--- src/design/tmr_pkg.sv ---
package tmr_pkg;

  // channel counts and widths
  localparam int NA         = 5;
  localparam int NB         = 6;
  localparam int CNT_W      = 16;
  localparam int ADDR_W     = 8;
  localparam int REG_STRIDE = 4;
  localparam int NTICK      = 4;
  localparam int STS_W      = NA + NB;

  // register byte offsets
  localparam logic [ADDR_W-1:0] OFS_START     = 8'h00;
  localparam logic [ADDR_W-1:0] OFS_EXT_START = 8'h04;
  localparam logic [ADDR_W-1:0] OFS_STOP_POL  = 8'h08;
  localparam logic [ADDR_W-1:0] OFS_CUTOFF    = 8'h0c;
  localparam logic [ADDR_W-1:0] OFS_STATUS    = 8'h10;
  localparam logic [ADDR_W-1:0] OFS_MASK      = 8'h14;
  localparam logic [ADDR_W-1:0] OFS_A_MODE    = 8'h20;
  localparam logic [ADDR_W-1:0] OFS_A_CNT     = 8'h40;
  localparam logic [ADDR_W-1:0] OFS_B_MODE    = 8'h60;
  localparam logic [ADDR_W-1:0] OFS_B_CNT     = 8'h80;

  // field positions
  localparam int A_RUN_LSB   = 0;
  localparam int B_RUN_LSB   = 8;
  localparam int EXT_RUN_LSB = 0;
  localparam int CUT_EN_BIT  = 0;
  localparam int SD_LVL_BIT  = 1;
  localparam int MODE_LSB    = 0;
  localparam int SRC_LSB     = 2;
  localparam int DUTY_LSB    = 0;
  localparam int PER_LSB     = 16;

  // operating modes of the pwm-capable channels
  localparam logic [1:0] MODE_TIMER   = 2'h0;
  localparam logic [1:0] MODE_EVENT   = 2'h1;
  localparam logic [1:0] MODE_ONESHOT = 2'h2;
  localparam logic [1:0] MODE_PWM     = 2'h3;

  // count source taps on the shared prescaler: /1, /8, /32, /256
  localparam logic [NTICK-1:0][7:0] TICK_MASK = {8'hff, 8'h1f, 8'h07, 8'h00};

  localparam logic [NA-1:0]    CUT_CH_MASK  = 5'h16;
  localparam logic [CNT_W-1:0] RELOAD_READ  = 16'hffff;
  localparam logic [2:0]       SD_SYNC_RST  = 3'h7;

  typedef struct packed {
    logic [NA-1:0]                a_run;
    logic [NB-1:0]                b_run;
    logic [NA-1:0]                pol;
    logic                         cut_en;
    logic [STS_W-1:0]             sts;
    logic [STS_W-1:0]             msk;
    logic [NA-1:0][1:0]           a_mode;
    logic [NA-1:0][1:0]           a_src;
    logic [NA-1:0][CNT_W-1:0]     a_duty;
    logic [NA-1:0][CNT_W-1:0]     a_per;
    logic [NA-1:0][CNT_W-1:0]     a_cnt;
    logic [NA-1:0]                a_out;
    logic [NB-1:0][1:0]           b_src;
    logic [7:0]                   pre;
    logic [2:0]                   sd_sync;
    logic                         sd_lvl;
    logic                         dp_wr;
    logic [ADDR_W-1:0]            dp_addr;
    logic [31:0]                  rdata;
  } tmr_state_type;

  localparam tmr_state_type STATE_RST = '{sd_sync: SD_SYNC_RST, sd_lvl: 1'b1, default: '0};

  typedef struct packed {
    logic [CNT_W-1:0] cnt;
    logic [CNT_W-1:0] rld;
  } tmr_bchan_type;

endpackage : tmr_pkg

--- src/design/tmr_bchan_if.sv ---
`timescale 1ns/1ps
interface tmr_bchan_if import tmr_pkg::*; ();
  logic             run;
  logic             tick;
  logic             wr;
  logic [CNT_W-1:0] wdata;
  logic [CNT_W-1:0] cnt;
  logic             reload;

  modport ctl  (output run, output tick, output wr, output wdata, input cnt, input reload);
  modport chan (input run, input tick, input wr, input wdata, output cnt, output reload);
endinterface : tmr_bchan_if

--- src/design/tmr_bchan.sv ---
`timescale 1ns/1ps
module tmr_bchan import tmr_pkg::*; (
  // clock and reset
  input wire logic clk,
  input wire logic rst,
  // control and counter view
  tmr_bchan_if.chan ch
);

  tmr_bchan_type q;
  tmr_bchan_type d;
  logic          rl;

  // reload happens on the tick that finds the counter at zero
  assign rl = ch.run && ch.tick && (q.cnt == '0);

  always_comb begin
    d = q;
    if (ch.wr) begin
      d.rld = ch.wdata;
      if (!ch.run) begin
        d.cnt = ch.wdata;
      end
    end
    if (rl) begin
      d.cnt = q.rld;
    end else if (ch.run && ch.tick) begin
      d.cnt = q.cnt - 16'h0001;
    end
  end

  always_ff @(posedge clk or posedge rst) begin
    if (rst) begin
      q <= '0;
    end else begin
      q <= d;
    end
  end

  assign ch.cnt    = q.cnt;
  assign ch.reload = rl;

  AST_WRITE_WHILE_STOPPED: assert property (@(posedge clk) disable iff (rst)
    (ch.wr && !ch.run) |=> (q.cnt == $past(ch.wdata)))
    else $error("counter does not hold the value written while stopped");

  AST_HALTED_HOLDS: assert property (@(posedge clk) disable iff (rst)
    (!ch.run && !ch.wr) |=> $stable(q.cnt))
    else $error("stopped counter moved");

endmodule : tmr_bchan

--- src/design/tmr_timer_top.sv ---
// The register offsets and the AHB-Lite interface to the registers were chosen for this implementation.
`timescale 1ns/1ps
//
// Overview of operation
// - After reset all pwm and interval channels are stopped.
// - A pwm channel counts only after software sets its start bit.
// - Selecting pwm mode from timer or event counter mode sets the request flag.
// - Stop in pwm mode with polarity 0: counter halts, high output goes low and sets flag.
// - Stop in pwm mode with polarity 1: counter halts, low output goes high and sets flag.
// - Cutoff enabled and shutdown input low floats pwm outputs 1, 2 and 4.
// - An interval channel counts only after either start register sets its bit.
// - Reading an interval counter returns its live value.
// - A read coinciding with a counter reload returns all ones.
// - A value written while stopped reads back until counting starts.
module tmr_timer_top import tmr_pkg::*; (
  // system
  input  wire logic        CLK_SYS,
  input  wire logic        SYS_RST,
  // ahb-lite slave
  input  wire logic        HSEL,
  input  wire logic [31:0] HADDR,
  input  wire logic [1:0]  HTRANS,
  input  wire logic        HWRITE,
  input  wire logic [2:0]  HSIZE,
  input  wire logic [31:0] HWDATA,
  input  wire logic        HREADY,
  output logic      [31:0] HRDATA,
  output logic             HREADYOUT,
  output logic             HRESP,
  // pins
  input  wire logic        SHUTDOWN_N,
  output logic [NA-1:0]    PWM_OUT,
  output logic [NA-1:0]    PWM_OE,
  // interrupt
  output logic             IRQ
);

  tmr_state_type               q;
  tmr_state_type               d;
  logic [NTICK-1:0]            ticks;
  logic [NB-1:0][CNT_W-1:0]    b_cnt;
  logic [NB-1:0]               b_rld;
  logic [STS_W-1:0]            ev;
  logic                        acc;
  logic                        tk;
  logic [ADDR_W-1:0]           ra;
  logic [ADDR_W-1:0]           wa;
  logic [ADDR_W-1:0]           ofs;
  logic                        after_rst_q;

  // only whole-word transfers are expected, so hsize is not decoded
  assign acc = HSEL && HTRANS[1] && HREADY;
  assign ra  = HADDR[ADDR_W-1:0];
  assign wa  = q.dp_addr;

  genvar gk;
  generate
    for (gk = 0; gk < NTICK; gk++) begin : g_tick
      assign ticks[gk] = ((q.pre & TICK_MASK[gk]) == TICK_MASK[gk]);
    end
  endgenerate

  genvar gb;
  generate
    for (gb = 0; gb < NB; gb++) begin : g_b
      tmr_bchan_if bif ();
      assign bif.run   = q.b_run[gb];
      assign bif.tick  = ticks[q.b_src[gb]];
      assign bif.wr    = q.dp_wr && (wa == OFS_B_CNT + 8'(gb * REG_STRIDE));
      assign bif.wdata = HWDATA[CNT_W-1:0];
      assign b_cnt[gb] = bif.cnt;
      assign b_rld[gb] = bif.reload;
      tmr_bchan tmr_bchan_inst (
        .clk (CLK_SYS),
        .rst (SYS_RST),
        .ch  (bif.chan)
      );
    end
  endgenerate

  always_comb begin
    d       = q;
    ev      = '0;
    tk      = 1'b0;
    ofs     = '0;
    d.pre   = q.pre + 8'h01;
    d.dp_wr = acc && HWRITE;
    if (acc) begin
      d.dp_addr = ra;
    end
    // only the second and third stages are compared; the first one may be metastable
    d.sd_sync = {q.sd_sync[1:0], SHUTDOWN_N};
    if (q.sd_sync[2] == q.sd_sync[1]) begin
      d.sd_lvl = q.sd_sync[1];
    end

    // pwm counting
    for (int i = 0; i < NA; i++) begin
      tk = ticks[q.a_src[i]];
      if (q.a_run[i] && tk) begin
        if (q.a_cnt[i] == q.a_per[i]) begin
          d.a_cnt[i] = '0;
          ev[i]      = 1'b1;
        end else begin
          d.a_cnt[i] = q.a_cnt[i] + 16'h0001;
        end
        if (q.a_mode[i] == MODE_PWM) begin
          d.a_out[i] = (d.a_cnt[i] < q.a_duty[i]);
        end
      end
    end

    // data-phase writes
    if (q.dp_wr) begin
      case (wa)
        OFS_START: begin
          d.a_run = HWDATA[A_RUN_LSB +: NA];
          d.b_run = HWDATA[B_RUN_LSB +: NB];
        end
        OFS_EXT_START: d.b_run = HWDATA[EXT_RUN_LSB +: NB];
        OFS_STOP_POL:  d.pol    = HWDATA[NA-1:0];
        OFS_CUTOFF:    d.cut_en = HWDATA[CUT_EN_BIT];
        OFS_MASK:      d.msk    = HWDATA[STS_W-1:0];
        default: ;
      endcase
      // mode changes are not blocked while running; software is trusted to stop first
      for (int i = 0; i < NA; i++) begin
        if (wa == OFS_A_MODE + 8'(i * REG_STRIDE)) begin
          d.a_mode[i] = HWDATA[MODE_LSB +: 2];
          d.a_src[i]  = HWDATA[SRC_LSB +: 2];
          if (HWDATA[MODE_LSB +: 2] == MODE_PWM &&
              (q.a_mode[i] == MODE_TIMER || q.a_mode[i] == MODE_EVENT)) begin
            ev[i] = 1'b1;
          end
        end
        if (wa == OFS_A_CNT + 8'(i * REG_STRIDE)) begin
          d.a_duty[i] = HWDATA[DUTY_LSB +: CNT_W];
          d.a_per[i]  = HWDATA[PER_LSB +: CNT_W];
        end
      end
      for (int i = 0; i < NB; i++) begin
        if (wa == OFS_B_MODE + 8'(i * REG_STRIDE)) begin
          d.b_src[i] = HWDATA[SRC_LSB +: 2];
        end
      end
    end

    // stop during pwm output drives the idle level chosen by the polarity bit
    // a tick landing in the stop cycle still counts; the counter is frozen from the next cycle on
    for (int i = 0; i < NA; i++) begin
      if (q.a_run[i] && !d.a_run[i] && q.a_mode[i] == MODE_PWM) begin
        d.a_out[i] = q.a_out[i];
        if (!q.pol[i] && q.a_out[i]) begin
          d.a_out[i] = 1'b0;
          ev[i]      = 1'b1;
        end else if (q.pol[i] && !q.a_out[i]) begin
          d.a_out[i] = 1'b1;
          ev[i]      = 1'b1;
        end
      end
    end

    ev[NA +: NB] = b_rld;
    // write-one-to-clear, but a same-cycle event still lands
    if (q.dp_wr && wa == OFS_STATUS) begin
      d.sts = q.sts & ~HWDATA[STS_W-1:0];
    end
    d.sts = d.sts | ev;

    // address-phase read, registered for the data phase; unmapped reads give zero
    d.rdata = '0;
    if (acc && !HWRITE) begin
      case (ra)
        OFS_START: begin
          d.rdata[A_RUN_LSB +: NA] = q.a_run;
          d.rdata[B_RUN_LSB +: NB] = q.b_run;
        end
        OFS_EXT_START: d.rdata[EXT_RUN_LSB +: NB] = q.b_run;
        OFS_STOP_POL:  d.rdata[NA-1:0] = q.pol;
        OFS_CUTOFF: begin
          d.rdata[CUT_EN_BIT] = q.cut_en;
          d.rdata[SD_LVL_BIT] = q.sd_lvl;
        end
        OFS_STATUS: d.rdata[STS_W-1:0] = q.sts;
        OFS_MASK:   d.rdata[STS_W-1:0] = q.msk;
        default: ;
      endcase
      for (int i = 0; i < NA; i++) begin
        ofs = 8'(i * REG_STRIDE);
        if (ra == OFS_A_MODE + ofs) begin
          d.rdata[MODE_LSB +: 2] = q.a_mode[i];
          d.rdata[SRC_LSB +: 2]  = q.a_src[i];
        end
        if (ra == OFS_A_CNT + ofs) begin
          d.rdata[DUTY_LSB +: CNT_W] = q.a_duty[i];
          d.rdata[PER_LSB +: CNT_W]  = q.a_per[i];
        end
      end
      for (int i = 0; i < NB; i++) begin
        ofs = 8'(i * REG_STRIDE);
        if (ra == OFS_B_MODE + ofs) begin
          d.rdata[SRC_LSB +: 2] = q.b_src[i];
        end
        if (ra == OFS_B_CNT + ofs) begin
          d.rdata[CNT_W-1:0] = b_rld[i] ? RELOAD_READ : b_cnt[i];
        end
      end
    end
  end

  always_ff @(posedge CLK_SYS or posedge SYS_RST) begin
    if (SYS_RST) begin
      q <= STATE_RST;
    end else begin
      q <= d;
    end
  end

  always_ff @(posedge CLK_SYS or posedge SYS_RST) begin
    if (SYS_RST) begin
      after_rst_q <= 1'b1;
    end else begin
      after_rst_q <= 1'b0;
    end
  end

  assign HRDATA    = q.rdata;
  assign HREADYOUT = 1'b1;
  assign HRESP     = 1'b0;
  assign PWM_OUT   = q.a_out;
  assign PWM_OE    = ~({NA{q.cut_en & ~q.sd_lvl}} & CUT_CH_MASK);
  assign IRQ       = |(q.sts & q.msk);

  AST_STOPPED_AFTER_RESET: assert property (@(posedge CLK_SYS) disable iff (SYS_RST)
    after_rst_q |-> (q.a_run == '0 && q.b_run == '0))
    else $error("a channel runs right after reset");

  AST_START_BY_WRITE: assert property (@(posedge CLK_SYS) disable iff (SYS_RST)
    (|(q.a_run & ~$past(q.a_run))) |-> $past(q.dp_wr && q.dp_addr == OFS_START))
    else $error("pwm channel started without a start write");

  AST_B_START_BY_WRITE: assert property (@(posedge CLK_SYS) disable iff (SYS_RST)
    (|(q.b_run & ~$past(q.b_run))) |->
      $past(q.dp_wr && (q.dp_addr == OFS_START || q.dp_addr == OFS_EXT_START)))
    else $error("interval channel started without a start write");

  AST_PWM_SELECT_FLAG: assert property (@(posedge CLK_SYS) disable iff (SYS_RST)
    (q.dp_wr && wa == OFS_A_MODE && HWDATA[MODE_LSB +: 2] == MODE_PWM &&
     (q.a_mode[0] == MODE_TIMER || q.a_mode[0] == MODE_EVENT)) |=> q.sts[0])
    else $error("selecting pwm mode did not set the request flag");

  AST_STOP_POL_LOW: assert property (@(posedge CLK_SYS) disable iff (SYS_RST)
    (q.a_mode[0] == MODE_PWM && q.a_run[0] && !d.a_run[0] && !q.pol[0]) |=>
      (!q.a_out[0] && !q.a_run[0] && (!$past(q.a_out[0]) || q.sts[0])) ##1 $stable(q.a_cnt[0]))
    else $error("stop with polarity 0 gave the wrong level or flag");

  AST_STOP_POL_HIGH: assert property (@(posedge CLK_SYS) disable iff (SYS_RST)
    (q.a_mode[0] == MODE_PWM && q.a_run[0] && !d.a_run[0] && q.pol[0]) |=>
      (q.a_out[0] && !q.a_run[0] && ($past(q.a_out[0]) || q.sts[0])) ##1 $stable(q.a_cnt[0]))
    else $error("stop with polarity 1 gave the wrong level or flag");

  AST_FORCED_CUTOFF: assert property (@(posedge CLK_SYS) disable iff (SYS_RST)
    (q.cut_en && !SHUTDOWN_N) [*3] ##2 q.cut_en |-> ((PWM_OE & CUT_CH_MASK) == '0))
    else $error("shutdown input did not float the cut-off outputs");

  AST_LIVE_READ: assert property (@(posedge CLK_SYS) disable iff (SYS_RST)
    (acc && !HWRITE && ra == OFS_B_CNT && !b_rld[0]) |=> (HRDATA[CNT_W-1:0] == $past(b_cnt[0])))
    else $error("counter read is not the live value");

  AST_RELOAD_READ: assert property (@(posedge CLK_SYS) disable iff (SYS_RST)
    (acc && !HWRITE && ra == OFS_B_CNT && b_rld[0]) |=> (HRDATA[CNT_W-1:0] == RELOAD_READ))
    else $error("read during reload did not return all ones");

  AST_PWM_HALTED: assert property (@(posedge CLK_SYS) disable iff (SYS_RST)
    (q.a_run == '0) |=> $stable(q.a_cnt))
    else $error("stopped pwm counter moved");

  AST_A_START_BITS: assert property (@(posedge CLK_SYS) disable iff (SYS_RST)
    (q.dp_wr && wa == OFS_START) |=> (q.a_run == $past(HWDATA[A_RUN_LSB +: NA])))
    else $error("pwm start bits do not follow the start write");

  AST_B_HALTED: assert property (@(posedge CLK_SYS) disable iff (SYS_RST)
    (q.b_run == '0 && !q.dp_wr) |=> $stable(b_cnt))
    else $error("stopped interval counter moved");

  AST_EXT_START_BITS: assert property (@(posedge CLK_SYS) disable iff (SYS_RST)
    (q.dp_wr && wa == OFS_EXT_START) |=> (q.b_run == $past(HWDATA[EXT_RUN_LSB +: NB])))
    else $error("interval start bits do not follow the extended start write");

  COV_PWM_STOP: cover property (@(posedge CLK_SYS) disable iff (SYS_RST)
    q.a_mode[0] == MODE_PWM && q.a_run[0] ##1 !q.a_run[0]);

  COV_RELOAD_READ: cover property (@(posedge CLK_SYS) disable iff (SYS_RST)
    acc && !HWRITE && ra == OFS_B_CNT && b_rld[0]);

  COV_CUTOFF: cover property (@(posedge CLK_SYS) disable iff (SYS_RST)
    q.cut_en && !q.sd_lvl);

  COV_IRQ: cover property (@(posedge CLK_SYS) disable iff (SYS_RST) $rose(IRQ));

  COV_PWM_SELECT: cover property (@(posedge CLK_SYS) disable iff (SYS_RST)
    q.dp_wr && wa == OFS_A_MODE && HWDATA[MODE_LSB +: 2] == MODE_PWM);

endmodule : tmr_timer_top

--- config.mk ---
export PLATFORM = sky130hd
export DESIGN_NAME = tmr_timer_top
export DESIGN_NICKNAME = d
export VERILOG_FILES = /design/src/design/tmr_pkg.sv /design/src/design/tmr_bchan_if.sv /design/src/design/tmr_bchan.sv /design/src/design/tmr_timer_top.sv
export SDC_FILE = /design/constraint.sdc
export NUM_CORES = 2
export LEC_CHECK = 0
export BUFFER_PORTS_ARGS = -buffer_cell sky130_fd_sc_hd__buf_2
export CORE_MARGIN = 3
export CORE_UTILIZATION = 60
export DETAILED_ROUTE_END_ITERATION = 12
export PLACE_DENSITY = 0.77
export SETUP_SLACK_MARGIN = 0.05
export SYNTH_ARGS = -nofsm -noshare
export SYNTH_HDL_FRONTEND = slang
export SYNTH_HIERARCHICAL = 1
export SYNTH_SLANG_ARGS = --single-unit
--- constraint.sdc ---
create_clock -name CLK_SYS -period 19.6 [get_ports CLK_SYS]
set_input_delay 3.92 -clock CLK_SYS [delete_from_list [all_inputs] [get_ports CLK_SYS]]
set_output_delay 3.92 -clock CLK_SYS [all_outputs]
set_load 0.02 [all_outputs]
==> results.json <==
{
  "first_pass_iters": 9,
  "hold_viol_final": 0,
  "required_ns": 20.13,
  "final_area_mm2": 0.0369,
  "r2r-start": "q[45]",
  "grt_pass1_wl_um": 177000,
  "slew_violations": 0,
  "fin_tns_setup_ns": 0,
  "grt_use_total_pct": 37.6,
  "cts.sinks": 561,
  "crit_arrival_ns": 7.32,
  "syn_area_mm2": 0.0351,
  "finalNonFillerCells": 4464,
  "multi_input_area_mm2": 0.0184,
  "fin_skew_ns": 0.0685,
  "r2r_end": "HRDATA[10]",
  "p_leak_nw": 15.8,
  "peakVddDrop_mv": 0.0990,
  "r2r_cells": 15,
  "coreArea_mm2": 0.0578,
  "clk_latency_ns": 0.70,
  "synth_area_leader_cell": "dfrtp_1",
  "num_vias": 30800,
  "cts.repair.resized": 0,
  "end_kind": "flip-flop",
  "initial_core_util_pct": 60.7,
  "wl_per_cell_um": 26.1,
  "finalNetCount": 3813,
  "hold-worst-slack_ns": 0.360,
  "grt_overflow": 0,
  "yosysUniqueCellTypes": 95,
  "io_pins": 120,
  "timing.final.crit_share_pct": 34.6,
  "hold_depth": 0,
  "min-delay-path-class": "flip-flop to flip-flop",
  "dp_slack_ns": 12.30,
  "gp_congestion": 1.01,
  "slew_headroom_pct": 25.5,
  "netlist_instances": 3835,
  "yosys-top-cells-count": "dfrtp_1 (557), o21ai_0 (332), nand2_1 (306)",
  "tritoncts": "done",
  "rows": 88,
  "place_area_mm2": 0.0349,
  "fillers": 4783,
  "criticalPathCategory": "input pin to flip-flop",
  "dp_hpwl_um": 79900,
  "status": "completed",
  "fmax_ghz": 0.147,
  "ant_nets": 0,
  "rrSetupSlack_ns": 13.41,
  "cts_buffers": 60,
  "power_mw": 3.55,
  "ys.warnings.count": 6,
  "drive_above_1_share_pct": 15.1,
  "clock_path_buffers": 3,
  "die_w_um": 248,
  "worst-slew-pin-transition_ns": 1.11,
  "fin_ws_ns": 12.81,
  "synth_edf_count": 0,
  "postCtsHoldBufs": 0,
  "cts_setup_buffers": 0,
  "grt_max_degree": 116,
  "critical_path.max_fanout": 43,
  "syn_to_final_growth_pct": 5.16,
  "root_buffer": "clkbuf_16",
  "yosysSeqAreaShare_pct": 40.0,
  "dieArea_mm2": 0.0615,
  "synth_flop_cell": "dfrtp_1",
  "worstHoldStart": "d[43]",
  "seq_area_mm2": 0.0140,
  "first_global_vias": 29000,
  "drcViolationCount": 0,
  "syn_area_per_cell_um2": 9.16,
  "hold_end": "d[44]",
  "clk_pin_slew_ns": 0.06,
  "place_inst": 4352,
  "cts_max_level": 2,
  "io_buffers": 87,
  "viasPerCell": 6.90,
  "dr.first_iter.drc_count": 4023,
  "setup_viol": 0,
  "ys_async_sr_fraction_pct": 100,
  "post-route-util_pct": 63.9,
  "powerDensity_mw_per_mm2": 96.0,
  "fin_crit_ns": 6.79,
  "yosys.area.top_type_share_pct": 39.7,
  "die_h_um": 248,
  "antenna_found_initial": 4,
  "synth_seq_cells": 561,
  "synth_most_common_cell": "dfrtp_1",
  "rsz0062_at_grt": "no",
  "drv_cap": 0,
  "start_kind": "input pin",
  "synth_area_leaders": "dfrtp_1 (40%), mux2_2 (7.2%), o21ai_0 (4.7%)",
  "finalWirelength_um": 116000
}
report_power, final:
group	leakage [nW]	total (mW)	switching, mW	internal [mW]
registers	6.79	1.54	0.259	1.28
clock network	1.01	1.19	0.504	0.681
logic	8.01	0.822	0.497	0.324
total	15.8	3.55	1.26	2.29
how the worst max path moves through the flow:
stage                     end      from  cells past startpoint
global placement    HRDATA[0]  HADDR[2]                      9
global route        HRDATA[0]  HADDR[2]                      9
floorplan           HRDATA[0]   SYS_RST                      1
finish              HRDATA[0]  HADDR[2]                      9
CTS                 HRDATA[0]  HADDR[2]                      9
detailed placement  HRDATA[0]  HADDR[2]                      9
worst max-delay path, stage by stage:
cell and delay (ns):
buf_2 0.79, or4b_1 0.67, buf_4 0.29, or3_1 0.62, o21ai_1 0.32, a21oi_1 0.07, o211ai_1 0.28, a311o_1 0.21
o211ai_1 0.09
metal layers:
metal / wire, um / global-route usage [%] / vias to the layer above / part of all wire [%]
met1: 45400 / 50.6 / 14900 / 39
met4: 9380 / 25.4 / 0 / 8.1
li1: - / - / 13500 / -
met5: 0 / 0 / - / 0
met3: 11200 / 6.68 / 472 / 9.6
met2: 50500 / 55.6 / 1930 / 43
area by class of cell:
cell class / instances / area share (%)
Clock inverter: 21 / 0.745
Tap cell: 765 / 2.59
Antenna cell: 4 / 0.0271
Clock buffer: 87 / 4.80
Timing Repair Buffer: 138 / 2.22
Inverter: 182 / 1.87
Sequential cell: 561 / 38.0
Multi-Input combinational cell: 2706 / 49.7
layout by cell type, fill, tap and decap left out, drive strengths merged, types with 68 or more instances in the layout:
master,count
nor2,280
dfrtp,557
a21oi,147
o21ai,335
buf,138
clkbuf,87
ha,89
nor3,82
o31ai,68
nand2,307
nand3,81
mux2,225
xnor2,131
inv,177
cell families after synthesis:
logic type	synth area share (%)
multiplexers	8.67
adder cells (fa/ha/maj)	3.20
AO/OA/AOI/OAI	18.9
buffers and inverters	8.00
AND/OR/NAND/NOR	17.1
XOR/XNOR	4.12
other	0.0214
flip-flops	40.0
sequential cells by signal (all words and copies together) (netlist names):
name,cells
HRDATA,32
PWM_OUT,5
g_b.tmr_bchan_inst/ch.cnt,96
wa,8
g_b.bif.run,6
q,316
g_b.tmr_bchan_inst/q,96
d,2
Note: power is estimated with default switching activity, not from simulation.
